--- src/rsw_pkg.sv ---
// rsw_pkg: shared constants, register map, reset values and state type
// assumes a single 20 MHz system clock and a 16-bit register port
package rsw_pkg;

	localparam int          DATA_W           = 16;
	localparam int          ADDR_W           = 4;

	// register offsets
	localparam logic [3:0]  ADDR_PORT0       = 4'h0;
	localparam logic [3:0]  ADDR_AUX         = 4'h1;
	localparam logic [3:0]  ADDR_WAKE        = 4'h2;
	localparam logic [3:0]  ADDR_FLAGS       = 4'h3;
	localparam logic [3:0]  ADDR_TIMER       = 4'h4;
	localparam logic [3:0]  ADDR_STATE       = 4'h5;

	// field positions
	localparam int          FLAG_STATUS_BIT  = 0;
	localparam int          FLAG_CARRY_BIT   = 1;
	localparam int          TIMER_EN_BIT     = 15;
	localparam int          WAKE_S0_IN_BIT   = 0;
	localparam int          WAKE_S1_IN_BIT   = 2;
	localparam int          WAKE_S2_EN_BIT   = 3;

	// reset values
	localparam logic [10:0] PC_RST           = 11'h000;
	localparam logic        SP_RST           = 1'b0;
	localparam logic [3:0]  GREG0_RST        = 4'h0;
	localparam logic        STATUS_RST       = 1'b0;
	localparam logic        CARRY_RST        = 1'b0;
	localparam logic [9:0]  TIMER_RST        = 10'h000;
	localparam logic [7:0]  PORT0_RST        = 8'hff;
	localparam logic [7:0]  AUX_RST          = 8'h03;
	localparam logic [7:0]  WAKE_RST         = 8'h26;

	// standby operand codes, low three bits
	localparam logic [2:0]  OP_STOP_ALL      = 3'h0;
	localparam logic [2:0]  OP_STOP_ALT      = 3'h3;
	localparam logic [2:0]  OP_STOP_K0       = 3'h6;
	localparam logic [2:0]  OP_HALT          = 3'h5;

	// timing
	localparam int          CLK_HZ           = 20_000_000;
	localparam int          SUPPLY_DIP_US    = 1000;
	localparam int          SUPPLY_DIP_CYC   = (CLK_HZ / 1_000_000) * SUPPLY_DIP_US;
	localparam int          OSC_WAIT_MIN_CYC = 246;
	localparam int          OSC_WAIT_MAX_CYC = 694;

	typedef enum logic [2:0] {
		st_reset,
		st_wait,
		st_run,
		st_pend,
		st_stop,
		st_halt
	} rsw_state_t;

endpackage : rsw_pkg

--- src/rsw_mon_if.sv ---
// rsw_mon_if: link between the top and the supply dip filter
// assumes both ends run on the same system clock
`timescale 1ns/1ps
interface rsw_mon_if;
	logic supply_low;
	logic mon_rst;
	modport filt (input supply_low, output mon_rst);
	modport top  (output supply_low, input mon_rst);
endinterface : rsw_mon_if

--- src/rsw_sync.sv ---
// rsw_sync: two-flop synchroniser for a bundle of pin levels
// assumes each bit is an independent slow level
`timescale 1ns/1ps
module rsw_sync #(
	parameter int W = 1
) (
	input  wire logic         clk_i,
	input  wire logic         arst_n_i,
	input  wire logic [W-1:0] d_i,
	output logic      [W-1:0] q_o
);
	logic [W-1:0] meta;

	always_ff @(posedge clk_i or negedge arst_n_i)
	begin
		if (!arst_n_i)
		begin
			meta <= '0;
			q_o  <= '0;
		end
		else
		begin
			meta <= d_i;
			q_o  <= meta;
		end
	end
endmodule : rsw_sync

--- src/rsw_supply_filter.sv ---
// rsw_supply_filter: asserts the monitor reset after a long enough supply dip
// assumes supply_low is already synchronised to clk_i
`timescale 1ns/1ps
module rsw_supply_filter #(
	parameter int DIP_CYC = rsw_pkg::SUPPLY_DIP_CYC
) (
	input  wire logic clk_i,
	input  wire logic arst_n_i,
	rsw_mon_if.filt   mon
);
	import rsw_pkg::*;

	localparam int CW = $clog2(DIP_CYC + 1);

	logic [CW-1:0] low_cnt;
	wire           dip_done = (low_cnt == CW'(DIP_CYC - 1));

	// count dip length, release at once on recovery
	always_ff @(posedge clk_i or negedge arst_n_i)
	begin
		if (!arst_n_i)
		begin
			low_cnt     <= '0;
			mon.mon_rst <= 1'b0;
		end
		else if (!mon.supply_low)
		begin
			low_cnt     <= '0;
			mon.mon_rst <= 1'b0;
		end
		else
		begin
			if (!dip_done)
				low_cnt <= low_cnt + CW'(1);
			if (dip_done)
				mon.mon_rst <= 1'b1;
		end
	end

	property p_mon_release;
		@(posedge clk_i) disable iff (!arst_n_i)
		!mon.supply_low |=> !mon.mon_rst;
	endproperty
	a_mon_release: assert property (p_mon_release) else $error("monitor reset not released");

	property p_mon_dip;
		@(posedge clk_i) disable iff (!arst_n_i)
		$rose(mon.mon_rst) |-> $past(low_cnt) == CW'(DIP_CYC - 1);
	endproperty
	a_mon_dip: assert property (p_mon_dip) else $error("monitor reset before dip time");
endmodule : rsw_supply_filter

--- src/rsw_top.sv ---
// rsw_top: reset merge, standby entry and wake, oscillator wait control
// assumes cpu strobes are one-cycle pulses on clk_i; pins are asynchronous
`timescale 1ns/1ps

module rsw_top #(
	parameter int DIP_CYC = rsw_pkg::SUPPLY_DIP_CYC
) (
	input  wire logic                        clk_i,
	input  wire logic                        arst_n_i,
	input  wire logic [rsw_pkg::ADDR_W-1:0]  addr_i,
	input  wire logic [rsw_pkg::DATA_W-1:0]  wdata_i,
	input  wire logic                        wr_i,
	input  wire logic                        rd_i,
	output logic      [rsw_pkg::DATA_W-1:0]  rdata_o,
	input  wire logic                        supply_low_i,
	input  wire logic [3:0]                  key_inputs_i,
	input  wire logic [2:0]                  wake_pins_i,
	input  wire logic                        kio_all_high_i,
	input  wire logic                        kio0_high_i,
	input  wire logic                        halt_exec_i,
	input  wire logic [3:0]                  halt_operand_i,
	input  wire logic                        rotate_left_zero_check_i,
	input  wire logic [3:0]                  acc_i,
	input  wire logic                        sp_overflow_i,
	input  wire logic                        sp_underflow_i,
	output logic                             sys_rst_o,
	output logic                             keep_mem_o,
	output logic                             osc_en_o,
	output logic                             cpu_run_o,
	output logic                             standby_o,
	output logic                             status_flag_o,
	output logic                             carry_flag_o,
	output logic      [9:0]                  timer_o,
	output logic                             timer_out_en_o,
	output logic      [7:0]                  output_port_low_o,
	output logic      [7:0]                  aux_control_o,
	output logic      [7:0]                  wake_source_control_o
);
	import rsw_pkg::*;

	localparam logic [9:0] WAIT_LAST = 10'(OSC_WAIT_MIN_CYC - 1);

	rsw_state_t state;
	rsw_state_t next_state;
	logic [7:0] pins_s;
	logic [9:0] wcnt;
	logic       from_stop;
	logic       stop_s_mode;

	// pin synchronisers and supply dip filter
	rsw_sync #(
		.W (8)
	) u_sync (
		.clk_i    (clk_i),
		.arst_n_i (arst_n_i),
		.d_i      ({supply_low_i, wake_pins_i, key_inputs_i}),
		.q_o      (pins_s)
	);

	rsw_mon_if u_mon_if ();
	assign u_mon_if.supply_low = pins_s[7];

	rsw_supply_filter #(
		.DIP_CYC (DIP_CYC)
	) u_filter (
		.clk_i    (clk_i),
		.arst_n_i (arst_n_i),
		.mon      (u_mon_if)
	);

	wire       mon_rst = u_mon_if.mon_rst;
	wire [3:0] keys_s  = pins_s[3:0];
	wire [2:0] spins_s = pins_s[6:4];

	// operand decode and preconditions
	wire [2:0] op_low     = halt_operand_i[2:0];
	wire       op_s       = halt_operand_i[3];
	wire       op_is_halt = (op_low == OP_HALT);
	wire       op_is_stop = (op_low == OP_STOP_ALL) || (op_low == OP_STOP_ALT)
		|| (op_low == OP_STOP_K0);
	wire       stop_pre   = (op_low == OP_STOP_K0) ? kio0_high_i : kio_all_high_i;
	wire [2:0] s_enable   = {wake_source_control_o[WAKE_S2_EN_BIT],
		wake_source_control_o[WAKE_S1_IN_BIT], wake_source_control_o[WAKE_S0_IN_BIT]};
	wire       s_cfg      = |s_enable;
	wire       pre_ok     = op_is_halt || (op_is_stop && stop_pre && (!op_s || s_cfg));

	// release conditions
	wire       key_rel    = |keys_s;
	wire       s_rel      = |(spins_s & s_enable);
	wire       timer_zero = (timer_o == 10'h000);
	wire       timer_busy = !timer_zero || timer_out_en_o;
	wire       stop_rel   = key_rel || (stop_s_mode && s_rel);
	wire       rel_now    = op_is_halt ? timer_zero : (key_rel || (op_s && s_rel));

	// reset sources
	wire       halt_illegal = halt_exec_i && !pre_ok;
	wire       zero_rot_rst = rotate_left_zero_check_i && (acc_i == 4'h0);
	wire       sp_rst       = sp_overflow_i || sp_underflow_i;
	wire       int_req      = halt_illegal || zero_rot_rst || sp_rst || mon_rst;
	wire       other_rst    = halt_illegal || zero_rot_rst || sp_rst;
	wire       in_standby   = (state == st_stop) || (state == st_halt) || (state == st_pend)
		|| ((state == st_wait) && from_stop);

	// standby entry and release
	wire       halt_take  = halt_exec_i && pre_ok && (state == st_run);
	wire       enter_ok   = halt_take && !status_flag_o && !rel_now;
	wire       wait_done  = (state == st_wait) && (wcnt == WAIT_LAST);
	wire       std_rel    = (wait_done && from_stop && stop_rel)
		|| ((state == st_halt) && timer_zero);

	// bus decode
	wire       wr_flags   = wr_i && (addr_i == ADDR_FLAGS);
	wire       wr_timer   = wr_i && (addr_i == ADDR_TIMER);
	wire       flag_set   = std_rel || (halt_take && rel_now)
		|| (wr_flags && wdata_i[FLAG_STATUS_BIT]);
	wire       flag_clr   = (halt_take && status_flag_o && !rel_now)
		|| (wr_flags && !wdata_i[FLAG_STATUS_BIT]);
	wire [2:0] state_code = state;
	wire [DATA_W-1:0] rd_mux =
		(addr_i == ADDR_PORT0) ? DATA_W'(output_port_low_o) :
		(addr_i == ADDR_AUX)   ? DATA_W'(aux_control_o) :
		(addr_i == ADDR_WAKE)  ? DATA_W'(wake_source_control_o) :
		(addr_i == ADDR_FLAGS) ? DATA_W'({carry_flag_o, status_flag_o}) :
		(addr_i == ADDR_TIMER) ? {timer_out_en_o, 5'h00, timer_o} :
		(addr_i == ADDR_STATE) ? DATA_W'({keep_mem_o, from_stop, state_code}) :
		'0;

	// sequencing state machine
	always_comb
	begin
		next_state = state;
		unique case (state)
			st_reset:
				next_state = st_wait;
			st_run:
				if (enter_ok)
					next_state = op_is_halt ? st_halt : (timer_busy ? st_pend : st_stop);
			st_pend:
				if (!timer_busy)
					next_state = st_stop;
			st_stop:
				if (stop_rel)
					next_state = st_wait;
			st_wait:
				if (wcnt == WAIT_LAST)
					next_state = (from_stop && !stop_rel) ? st_stop : st_run;
			st_halt:
				if (timer_zero)
					next_state = st_run;
		endcase
		if (int_req)
			next_state = st_reset;
	end

	always_ff @(posedge clk_i or negedge arst_n_i)
	begin
		if (!arst_n_i)
		begin
			state          <= st_reset;
			sys_rst_o      <= 1'b1;
			osc_en_o       <= 1'b0;
			cpu_run_o      <= 1'b0;
			standby_o      <= 1'b0;
		end
		else
		begin
			state          <= next_state;
			sys_rst_o      <= int_req;
			osc_en_o       <= (next_state != st_reset) && (next_state != st_stop);
			cpu_run_o      <= (next_state == st_run);
			standby_o      <= (next_state == st_stop) || (next_state == st_halt)
				|| (next_state == st_pend);
		end
	end

	// oscillation wait counter and wake bookkeeping
	always_ff @(posedge clk_i or negedge arst_n_i)
	begin
		if (!arst_n_i)
		begin
			wcnt        <= 10'h000;
			from_stop   <= 1'b0;
			stop_s_mode <= 1'b0;
		end
		else
		begin
			wcnt        <= (state == st_wait) ? wcnt + 10'h001 : 10'h000;
			if (state == st_reset)
				from_stop <= 1'b0;
			else if ((state == st_stop) && stop_rel)
				from_stop <= 1'b1;
			if (halt_take)
				stop_s_mode <= op_s;
		end
	end

	// memory keep indication on a fresh reset
	always_ff @(posedge clk_i or negedge arst_n_i)
	begin
		if (!arst_n_i)
			keep_mem_o <= 1'b0;
		else if (int_req && !sys_rst_o)
			keep_mem_o <= mon_rst && in_standby && !other_rst;
	end

	// status and carry flags; a set wins over a clear
	always_ff @(posedge clk_i or negedge arst_n_i)
	begin
		if (!arst_n_i)
		begin
			status_flag_o <= STATUS_RST;
			carry_flag_o  <= CARRY_RST;
		end
		else if (sys_rst_o)
		begin
			status_flag_o <= STATUS_RST;
			carry_flag_o  <= CARRY_RST;
		end
		else
		begin
			if (flag_set)
				status_flag_o <= 1'b1;
			else if (flag_clr)
				status_flag_o <= 1'b0;
			if (wr_flags)
				carry_flag_o <= wdata_i[FLAG_CARRY_BIT];
		end
	end

	// timer down counter, halted in stop
	always_ff @(posedge clk_i or negedge arst_n_i)
	begin
		if (!arst_n_i)
		begin
			timer_o        <= TIMER_RST;
			timer_out_en_o <= 1'b0;
		end
		else if (sys_rst_o)
		begin
			timer_o        <= TIMER_RST;
			timer_out_en_o <= 1'b0;
		end
		else if (wr_timer)
		begin
			timer_o        <= wdata_i[9:0];
			timer_out_en_o <= wdata_i[TIMER_EN_BIT];
		end
		else if (state != st_stop)
		begin
			if (!timer_zero)
				timer_o <= timer_o - 10'h001;
			else
				timer_out_en_o <= 1'b0;
		end
	end

	// port and control registers
	always_ff @(posedge clk_i or negedge arst_n_i)
	begin
		if (!arst_n_i)
		begin
			output_port_low_o     <= PORT0_RST;
			aux_control_o         <= AUX_RST;
			wake_source_control_o <= WAKE_RST;
		end
		else if (sys_rst_o)
		begin
			output_port_low_o     <= PORT0_RST;
			aux_control_o         <= AUX_RST;
			wake_source_control_o <= WAKE_RST;
		end
		else if (wr_i)
		begin
			if (addr_i == ADDR_PORT0)
				output_port_low_o <= wdata_i[7:0];
			if (addr_i == ADDR_AUX)
				aux_control_o <= wdata_i[7:0];
			if (addr_i == ADDR_WAKE)
				wake_source_control_o <= wdata_i[7:0];
		end
	end

	// read data, valid in the cycle after the strobe only
	always_ff @(posedge clk_i or negedge arst_n_i)
	begin
		if (!arst_n_i)
			rdata_o <= '0;
		else
			rdata_o <= rd_i ? rd_mux : '0;
	end

	property p_stop_wake;
		@(posedge clk_i) disable iff (!arst_n_i)
		(state == st_stop) && stop_rel && !int_req |=> (state == st_wait);
	endproperty
	a_stop_wake: assert property (p_stop_wake) else $error("stop did not enter wait");
	property p_wait_back;
		@(posedge clk_i) disable iff (!arst_n_i)
		wait_done && from_stop && !stop_rel && !int_req |=> (state == st_stop) && !osc_en_o;
	endproperty
	a_wait_back: assert property (p_wait_back) else $error("wait did not fall back");
	property p_halt_bad;
		@(posedge clk_i) disable iff (!arst_n_i)
		halt_exec_i && !pre_ok |=> sys_rst_o && (state == st_reset);
	endproperty
	a_halt_bad: assert property (p_halt_bad) else $error("illegal standby not reset");
	property p_rot_zero;
		@(posedge clk_i) disable iff (!arst_n_i)
		rotate_left_zero_check_i && (acc_i == 4'h0) |=> sys_rst_o && (state == st_reset);
	endproperty
	a_rot_zero: assert property (p_rot_zero) else $error("zero rotate not reset");
	property p_sp_err;
		@(posedge clk_i) disable iff (!arst_n_i)
		(sp_overflow_i || sp_underflow_i) |=> sys_rst_o && !cpu_run_o;
	endproperty
	a_sp_err: assert property (p_sp_err) else $error("stack error not reset");
	property p_mon_hold;
		@(posedge clk_i) disable iff (!arst_n_i)
		mon_rst |=> sys_rst_o;
	endproperty
	a_mon_hold: assert property (p_mon_hold) else $error("reset not held on low supply");
	property p_rst_vals;
		@(posedge clk_i) disable iff (!arst_n_i)
		sys_rst_o |=> (output_port_low_o == PORT0_RST) && (aux_control_o == AUX_RST)
			&& (wake_source_control_o == WAKE_RST) && (timer_o == TIMER_RST)
			&& !status_flag_o && !carry_flag_o;
	endproperty
	a_rst_vals: assert property (p_rst_vals) else $error("reset values not loaded");
	property p_osc_off;
		@(posedge clk_i) disable iff (!arst_n_i)
		sys_rst_o || (state == st_stop) |-> !osc_en_o;
	endproperty
	a_osc_off: assert property (p_osc_off) else $error("oscillator running");
	property p_run_after_wait;
		@(posedge clk_i) disable iff (!arst_n_i)
		$rose(cpu_run_o) |-> ($past(wcnt) == WAIT_LAST) || ($past(state) == st_halt);
	endproperty
	a_run_after_wait: assert property (p_run_after_wait) else $error("run before wait");
	property p_halt_flag;
		@(posedge clk_i) disable iff (!arst_n_i)
		(state == st_halt) && timer_zero && !int_req |=> status_flag_o && cpu_run_o;
	endproperty
	a_halt_flag: assert property (p_halt_flag) else $error("flag not set on release");
	property p_pend_hold;
		@(posedge clk_i) disable iff (!arst_n_i)
		(state == st_pend) && timer_busy && !int_req |=> (state == st_pend) && osc_en_o;
	endproperty
	a_pend_hold: assert property (p_pend_hold) else $error("stop entered with timer busy");
endmodule : rsw_top

--- config.mk ---
export PLATFORM = sky130hd
export DESIGN_NAME = rsw_top
export DESIGN_NICKNAME = d
export VERILOG_FILES = /design/src/rsw_pkg.sv /design/src/rsw_mon_if.sv /design/src/rsw_sync.sv /design/src/rsw_supply_filter.sv /design/src/rsw_top.sv
export SDC_FILE = /design/constraint.sdc
export NUM_CORES = 1
export LEC_CHECK = 0
export ABC_AREA = 0
export BUFFER_PORTS_ARGS = -buffer_cell sky130_fd_sc_hd__buf_2
export CORE_UTILIZATION = 61
export CTS_BUF_LIST = sky130_fd_sc_hd__clkbuf_2 sky130_fd_sc_hd__clkbuf_4 sky130_fd_sc_hd__clkbuf_8
export DETAILED_ROUTE_END_ITERATION = 16
export GPL_ROUTABILITY_DRIVEN = 1
export HOLD_SLACK_MARGIN = 0.05
export PLACE_DENSITY = 0.88
export SLEW_MARGIN = 20
export SYNTH_ARGS = -nofsm -noshare
export SYNTH_HDL_FRONTEND = slang
export SYNTH_SLANG_ARGS = --single-unit
--- constraint.sdc ---
create_clock -name clk_i -period 5.2 [get_ports clk_i]
set_clock_uncertainty 0.15 [all_clocks]
set_input_delay 1.04 -clock clk_i [delete_from_list [all_inputs] [get_ports clk_i]]
set_output_delay 1.04 -clock clk_i [all_outputs]
set_load 0.005 [all_outputs]
Word-level counts from Yosys, hierarchy flattened
Index checks and enable logic that the tools add are counted.

operators by class
  reduce and logical (&&, ||, !) cells = 80
  bitwise gates (word level) = 1
  equal/unequal tests = 24
  $add $sub $neg = 3
  multiplexer cells = 48

operator list
  operator                 count
  $mux W16                 6
  $mux W8                  9
  $mux W10                 5
  $mux W15                 2
  $logic_and A1 B1 Y1      28
  $mux W3                  9
  $logic_or A1 B1 Y1       20
  $eq A3 B3 Y1 const B     6
  $pmux W3 S6              1
  $add A15 B1 Y15 const B  1
  $eq A15 B15 Y1 const B   1
  $eq A3 B2 Y1 const B     5
  $mux W1                  15
  $reduce_bool A2 Y1       6
  $reduce_bool A3 Y1       4
  $add A10 B1 Y10 const B  1
  $eq A10 B8 Y1 const B    1
  $logic_not A10 Y1        1
  $reduce_and A2 Y1        5
  $sub A10 B1 Y10 const B  1
  $logic_not A1 Y1         9
  $eq A4 B2 Y1 const B     2
  $eq A4 B3 Y1 const B     2
  $logic_not A4 Y1         2
  11 further kinds         14

storage, ports and cells
  logic and storage cells = 177
  register bits = 105
  output and inout bits = 58

Logic depth before layout (Yosys ltp)
Gate-level depths: netlist (run 1).

  depth in word-level cells = 16
  mapped depth = 8

Cells and area by module
From an unflattened synthesis (run 1), not the netlist that was laid out.

unflattened totals
  cells, all modules = 478
  area, all modules = 4839.6 um^2

by module, submodules not included
  module             instances  cells each  area an instance (um^2)
  rsw_top            1          380         3595.9
  rsw_supply_filter  1          82          843.3
  rsw_sync           1          16          400.4

Least setup slack after synthesis (run 1)
Ideal clock, no wire load.

  path type = in2reg
  start = input addr_i[0] in the netlist's numbering
  end = register output_port_low_o[0]
  setup slack = 2.506 ns
  arrival = 2.461 ns
  path buffers = 2
  stages on the path = 5
  cell sequence = buf_2 nor4_1 buf_4 nand2_1 o211ai_1

on the way
  word-level cells in the longest chain between the ends = 3

RTL lines
  element                       RTL line        text
  from (decl)                   rsw_top.sv:10   input wire logic [rsw_pkg::ADDR_W-1:0] addr_i,
  $logic_not A4 Y1              rsw_top.sv:274  if (addr_i == ADDR_PORT0)
  $reduce_bool A2 Y1 (no line)  n/a
  $reduce_and A2 Y1 (no line)   n/a
  to (signal assigned)          rsw_top.sv:275  output_port_low_o <= wdata_i[7:0];
  to (decl)                     rsw_top.sv:35   output logic [7:0] output_port_low_o,

No other way between the ends.
A chain may end at the register's enable or synchronous reset.

Worst setup path after layout (run 1)
  start = input addr_i[1] in the netlist's numbering
  end = register timer_out_en_o

on the way
  word-level cells in the longest chain between the ends = 4

RTL lines
  element                                                  RTL line        text
  $eq A4 B3 Y1 *                                           rsw_top.sv:113  wire wr_timer = wr_i && (addr_i == ADDR_TIMER);
  $logic_and A1 B1 Y1 *                                    rsw_top.sv:113
  $reduce_bool A3 Y1 (no line) or $mux W1 (tied branches)  n/a
  $reduce_and A2 Y1 (no line) or $mux W1 (tied branches)   n/a
  to (signal assigned)                                     rsw_top.sv:246  timer_out_en_o <= wdata_i[TIMER_EN_BIT];
  to (decl)                                                rsw_top.sv:34   output logic timer_out_en_o,

Every way passes the cells marked *; elsewhere a longest branch is shown, timed or not.

==> results.md, run 1 <==
* Status: complete, no violations
* Vias in the first global route at 3959
* Maximum VDD drop at 0.000363 V
* Post-Synthesis Cells at 483
* DIE WIDTH at 91.4 um
* Simple-gate share of the synthesized area at 0.235
* Reg2reg setup slack at 2.56 ns
* Post-synthesis compound-gate area fraction at 0.136
* Via/cell ratio at 6.10
* Max_cap viols at 0
* Die Y at 91.4 um
* Worst EP required at 5.28 ns
* DP HPWL at 8280 um
* Yosys reg bits at 100
* Most common cell after layout, fill and taps aside: buf_2
* Die area at 0.00835 mm2
* Initial drt markers at 404
* Hold Buf Count CTS at 0
* Worst path cell trace: buf_2 -> nand2b_1 -> nor3_2 -> nand2_1 -> o211ai_1 -> a21oi_1
* Placement Cell Area at 0.00539 mm2
* Critical path type: in -> reg
* Final Max Slew Viols at 0
* Top_reg_cell synth: dfrtp_1
* Layout area overhead at 14.9%
* Commonest cells after routing, fill and taps aside: buf_2 (92), dfrtp_1 (86), nand2_1 (62), nand3_1 (38), nor2_1 (37)
* Fin crit period at 2.77 ns
* Non-Filler Instances at 678
* Setup crit start kind: input port
* R2R Path End: standby_o
* CTS max path bufs at 2
* Clock Sinks at 100
* Final design utilization at 0.724
* Count of cell types in the netlist at 64
* Family with the most delay on the worst path: simple AND/OR/NAND/NOR gates
* Cells after DPL at 662
* Power Dens Cells at 420 mW/mm2
* Layout cells sized above 1 at 0.253
* Final wirelength at 11600 um
* # resized after CTS at 0
* Ports at 104
* Post-Synth Adder-Cell Area at 0.0128
* Post-synth EDFFs at 0
* Max Freq at 0.361 GHz
* Layout fillers at 560
* Worst-margin pin slew at 0.793 ns
* Slew HR at 0.470
* Setup TNS at 0 ns
* Static Leak at 2.57 nW
* DR vias at 4138
* Global placer's final weighted congestion at 0.858
* Synth Area in XOR/XNOR at 0.0503
* Crit-path max FO at 20
* Cell at the root of the clock tree: clkbuf_8
* Number of routed nets with antenna violations at 0
* CTS tree: built
* Area leader, netlist: dfrtp_1
* Grt total ovfl at 0
* DR pass1 iterations at 5
* Fin area at 0.00560 mm2
* Hold endpoint: u_sync.q_o[6]
* Initial antenna violation count at 0
* Worst Hold Depth at 0
* Crit path buf inv count at 1
* Final hold vios at 0
* CTS Buf Count at 9
* Largest net degree at the start of global routing at 64
* Setup crit end kind: register
* Synth top area share at 0.442
* Postcts setup bufs at 0
* Clk slew on worst S/H paths at 0.10 ns
* Worst-Skew Late Latency at 0.37 ns
* Num rows at 32
* Post-synth ARST share at 1.00
* HP Class: reg -> reg
* First-pass GRT wire length at 19000 um
* Synth area leaders: dfrtp_1 (44%), dfstp_2 (7.6%), nand2_1 (4.8%)
* Total track usage at 0.291
* Total Power at 0.00235 W
* Mapped Area at 0.00487 mm2
* Cell count of the worst reg-to-reg path at 8
* CP max-delay cell: nand2_1
* Core area at 0.00773 mm2
* HP Start: u_sync.meta[6]
* Sequential area share after synthesis at 0.517
* Reg2Reg Launch Point: timer_o[1]
* Worst path max stage delay at 0.57 ns
* Mapped Avg Cell Area at 10.1 um2
* Nets at 622
* Per-cell routed wire length at 17.1 um
* DRC at 0
* Mux contribution to synthesized area at 0.00848
* Input/output buffers at 93
* Fin crit share at 0.532
* CTS H-tree depth at 3
* Crit path arrival time at 2.85 ns
* Initial Utilization at 0.630
* Largest family of logic cells by synthesized area: simple AND/OR/NAND/NOR gates
* RSZ-0062 raised after global routing: no
* Synth warn at 0
* Finish-stage setup viols at 0
* N_diodes at 0
==> through the flow <==
stage / hold WS, ns / setup WS (ns)
2_1_floorplan: 0.181 / 2.51
3_3_place_gp: 0.184 / 2.24
3_5_place_dp: 0.185 / 2.13
4_1_cts: 0.197 / 2.52
5_1_grt: 0.200 / 2.34
6_report: 0.194 / 2.43
==> layer usage <==
| layer | vias up | share of wire | GRT usage |
|---|---|---|---|
| li1 | 1880 | - | - |
| met1 | 2000 | 0.40 | 0.379 |
| met2 | 235 | 0.50 | 0.490 |
| met3 | 23 | 0.077 | 0.0578 |
| met4 | 0 | 0.022 | 0.0939 |
| met5 | - | 0 | 0 |
==> cells in the mapped netlist (2+ instances only) <==
cell      number
and4_1         4
ha_1           5
buf_4          6
nand3_1       38
nand2_1       62
nand2b_1       5
nor3_2         2
o221a_2        2
nor3_1         4
and3_1         2
a22oi_1        5
or3_1          3
a31oi_1        4
o21ai_1        2
a21oi_1       23
a222oi_1       8
buf_2          2
clkbuf_1      14
dfrtp_1       86
nand4_1        8
dfstp_2       14
o211ai_1       5
inv_1         18
mux2i_1        3
nor4b_2        3
nor3b_1        3
nor2_1        37
xnor2_1       18
and2_1        18
a21boi_0       8
o21ai_0        9
xor2_1        10
nor2b_1        4
a211oi_1      11
nor4_1         8
==> where the power goes <==
part | switching (W) | internal, W | leakage [nW]
Combinational | 0.000529 | 0.000399 | 1.17
Sequential | 0.0000853 | 0.000828 | 1.30
Clock | 0.000268 | 0.000243 | 0.0992
Total | 0.000883 | 0.00147 | 2.57
==> state kept, by name, summed over array words and instances, names as in the netlist, 10 cells and up <==
| name | flops |
|---|---|
| u_filter.low_cnt | 15 |
| rdata_o | 11 |
| timer_o | 10 |
| wcnt | 10 |
==> cells by family after synthesis <==
logic type | after synthesis
AND/OR/NAND/NOR | 213
flip-flops | 100
AO/OA/AOI/OAI | 91
buffers and inverters | 41
XOR/XNOR | 28
adder cells (fa/ha/maj) | 5
multiplexers | 4
other | 1
==> worst max path at each step <==
stage                       from              endpoint  slack [ns]  depth (start not counted)
2_1_floorplan          addr_i[0]  output_port_low_o[0]        2.51                          5
3_3_place_gp           addr_i[1]        timer_out_en_o        2.24                          6
3_5_place_dp           addr_i[1]        timer_out_en_o        2.13                          6
4_1_cts                addr_i[1]        timer_out_en_o        2.52                          6
5_1_grt        halt_operand_i[0]             standby_o        2.34                          7
6_report               addr_i[1]        timer_out_en_o        2.43                          6
==> final cells by class <==
cell class | instances | area, um2 | area share
Clock inverter | 5 | 62.6 | 0.0112
Tap cell | 102 | 128 | 0.0228
Timing Repair Buffer | 96 | 490 | 0.0876
Clock buffer | 11 | 145 | 0.0259
Inverter | 18 | 67.6 | 0.0121
Multi-Input combinational cell | 346 | 2180 | 0.390
Sequential cell | 100 | 2520 | 0.450
Power figures use the tool's default switching activity.
==> run 2, diff against run 1 <==
--- a/config.mk
+++ b/config.mk
@@ -7,12 +7,12 @@
 export LEC_CHECK = 0
 export ABC_AREA = 0
 export BUFFER_PORTS_ARGS = -buffer_cell sky130_fd_sc_hd__buf_2
-export CORE_UTILIZATION = 61
+export CORE_UTILIZATION = 51
 export CTS_BUF_LIST = sky130_fd_sc_hd__clkbuf_2 sky130_fd_sc_hd__clkbuf_4 sky130_fd_sc_hd__clkbuf_8
 export DETAILED_ROUTE_END_ITERATION = 16
 export GPL_ROUTABILITY_DRIVEN = 1
 export HOLD_SLACK_MARGIN = 0.05
-export PLACE_DENSITY = 0.88
+export PLACE_DENSITY = 0.78
 export SLEW_MARGIN = 20
 export SYNTH_ARGS = -nofsm -noshare
 export SYNTH_HDL_FRONTEND = slang
==> constraint.sdc (replaced) <==
create_clock -name clk_i -period 2.44 [get_ports clk_i]
set_clock_uncertainty 0.15 [all_clocks]
set_input_delay 0.488 -clock clk_i [delete_from_list [all_inputs] [get_ports clk_i]]
set_output_delay 0.488 -clock clk_i [all_outputs]
set_load 0.005 [all_outputs]
==> results.md, run 2 (synthesis results as in run 1) <==
* Status: complete, no violations (unchanged)
* Layout fillers at 750 (was 560)
* CTS H-tree depth at 3 (unchanged)
* Family with the most delay on the worst path: compound AO/OA/AOI/OAI gates (was simple AND/OR/NAND/NOR gates)
* Clock Sinks at 100 (unchanged)
* Final wirelength at 11700 um (was 11600 um)
* Max FFs per register at 15 (unchanged)
* Power Dens Cells at 901 mW/mm2 (was 420 mW/mm2)
* Fin crit period at 2.34 ns
* Die area at 0.00995 mm2 (was 0.00835 mm2)
* Number of routed nets with antenna violations at 0 (unchanged)
* Setup crit end kind: register (unchanged)
* Max Freq at 0.427 GHz
* Layout area overhead at 20.8% (was 14.9%)
* First-pass GRT wire length at 19200 um (was 19000 um)
* Worst Hold Depth at 1 (was 0)
* Cell at the root of the clock tree: clkbuf_8 (unchanged)
* Largest registers: u_filter.low_cnt: 15 flops, rdata_o: 11 flops (unchanged)
* Total Power at 0.00530 W (was 0.00235 W)
* Core area at 0.00924 mm2 (was 0.00773 mm2)
* Commonest cells after routing, fill and taps aside: buf_2 (92), dfrtp_1 (86), nand2_1 (62), nand3_1 (38), nor2_1 (36) (was buf_2 (92), dfrtp_1 (86), nand2_1 (62), nand3_1 (38), nor2_1 (37))
* Num rows at 35 (was 32)
* Worst path cell trace: a222oi_1 -> buf_4 -> o221a_2 -> nor2_2 -> o41a_1 -> nor2_1 -> o32ai_2 (was buf_2 -> nand2b_1 -> nor3_2 -> nand2_1 -> o211ai_1 -> a21oi_1)
* Cells after DPL at 708 (was 662)
* Crit-path max FO at 5 (was 20)
* DP HPWL at 8490 um (was 8280 um)
* N_diodes at 0 (unchanged)
* Crit path arrival time at 2.44 ns (was 2.85 ns)
* CP max-delay cell: dfrtp_1 (was nand2_1)
* Setup crit start kind: register (was input port)
* HP Class: in -> reg (was reg -> reg)
* Worst path max stage delay at 0.46 ns (was 0.57 ns)
* Worst-Skew Late Latency at 0.37 ns (about the same)
* Slew HR at 0.579 (was 0.470)
* DIE WIDTH at 99.7 um (was 91.4 um)
* Layout cells sized above 1 at 0.285 (was 0.253)
* DR vias at 4088 (was 4138)
* Largest net degree at the start of global routing at 39 (was 64)
* CTS max path bufs at 2 (unchanged)
* Worst path depth at 7 (was 6)
* Setup TNS at 0 ns (unchanged)
* DR pass1 iterations at 6 (was 5)
* Per-cell routed wire length at 16.1 um (was 17.1 um)
* Critical path type: reg -> reg (was in -> reg)
* Clk slew on worst S/H paths at 0.10 ns (about the same)
* Final Max Slew Viols at 0 (unchanged)
* Static Leak at 2.73 nW (was 2.57 nW)
* CTS tree: built (unchanged)
* Max_cap viols at 0 (unchanged)
* Reg2reg setup slack at 0.1 ns (was 2.56 ns)
* Worst EP required at 2.54 ns (was 5.28 ns)
* Cell count of the worst reg-to-reg path at 7 (was 8)
* Initial drt markers at 229 (was 404)
* Die Y at 99.7 um (was 91.4 um)
* Finish-stage setup viols at 0 (unchanged)
* Vias in the first global route at 3901 (was 3959)
* Top reg by flops: u_filter.low_cnt (unchanged)
* Ports at 104 (unchanged)
* Global placer's final weighted congestion at 0.890 (was 0.858)
* Most common cell after layout, fill and taps aside: buf_2 (unchanged)
* Non-Filler Instances at 728 (was 678)
* Input/output buffers at 93 (unchanged)
* Nets at 645 (was 622)
* Maximum VDD drop at 0.000609 V (was 0.000363 V)
* Total track usage at 0.249 (was 0.291)
* Initial Utilization at 0.527 (was 0.630)
* CTS Buf Count at 9 (unchanged)
* Fin crit share at 0.959
* Final hold vios at 0 (unchanged)
* Worst-margin pin slew at 0.630 ns (was 0.793 ns)
* Via/cell ratio at 5.62 (was 6.10)
* DRC at 0 (unchanged)
* Grt total ovfl at 0 (unchanged)
* Initial antenna violation count at 0 (unchanged)
* Crit path buf inv count at 1 (unchanged)
[run 2: cell types whose count changed in the layout (fill, tap and decap cells not counted), sizes merged]
cell,before,now
clkbuf,11,10
dlygate4sd3,0,2
buf,96,117
bufinv,1,2
clkinvlp,2,0
clkinv,2,4
[run 2: path summary, 6_finish.rpt]
| check | from | to |
|---|---|---|
| max in group asynchronous | arst_n_i | output_port_low_o[3] |
| setup / recovery | wake_source_control_o[0] | standby_o |
| min in group asynchronous | arst_n_i | rdata_o[9] |
| hold reg to reg | u_sync.meta[0] | u_sync.q_o[0] |
| hold / removal | key_inputs_i[1] | u_sync.meta[1] |
| setup reg to reg | wake_source_control_o[0] | standby_o |
[run 2: timing repair]
action,in CTS,in global routing
buffers inserted,0,2
setup endpoints to repair,2,2
pin swaps,0,4
gates resized for setup,1,6
hold buffers,1,1
endpoints found under the hold margin,30,1
[run 2: cell type report]
type | instances | area [um2] | share of cell area
Sequential cell | 100 | 2520 | 0.428
Multi-Input combinational cell | 346 | 2230 | 0.379
Timing Repair Buffer | 119 | 681 | 0.116
Tap cell | 129 | 161 | 0.0274
Clock buffer | 10 | 138 | 0.0234
Clock inverter | 6 | 87.6 | 0.0149
Inverter | 18 | 67.6 | 0.0115
[run 2: metal layers]
metal | up-vias | part of all wire | global-route usage
li1 | 1936 | - | -
met1 | 1977 | 0.43 | 0.340
met2 | 157 | 0.48 | 0.404
met3 | 18 | 0.067 | 0.0471
met4 | 0 | 0.021 | 0.0792
met5 | - | 0 | 0
[run 2: stage by stage]
step | instance area [um2] | setup slack (ns) | util | hold WS, ns
finish | 5880 | 0.0990 | 0.637 | 0.0763
global route | 5880 | -0.00911 | 0.637 | 0.0595
CTS | 5820 | 0.0960 | 0.630 | 0.0573
global placement | 5580 | 0.119 | 0.604 | 0.184
detailed placement | 5580 | 0.0217 | 0.604 | 0.186
floorplan | 4890 | 0.252 | - | 0.0424
[run 2: power by group]
| part | switching (W) | total [W] | internal (W) |
|---|---|---|---|
| sequential | 0.000146 | 0.00191 | 0.00176 |
| combinational | 0.00118 | 0.00221 | 0.00103 |
| clock | 0.000576 | 0.00118 | 0.000606 |
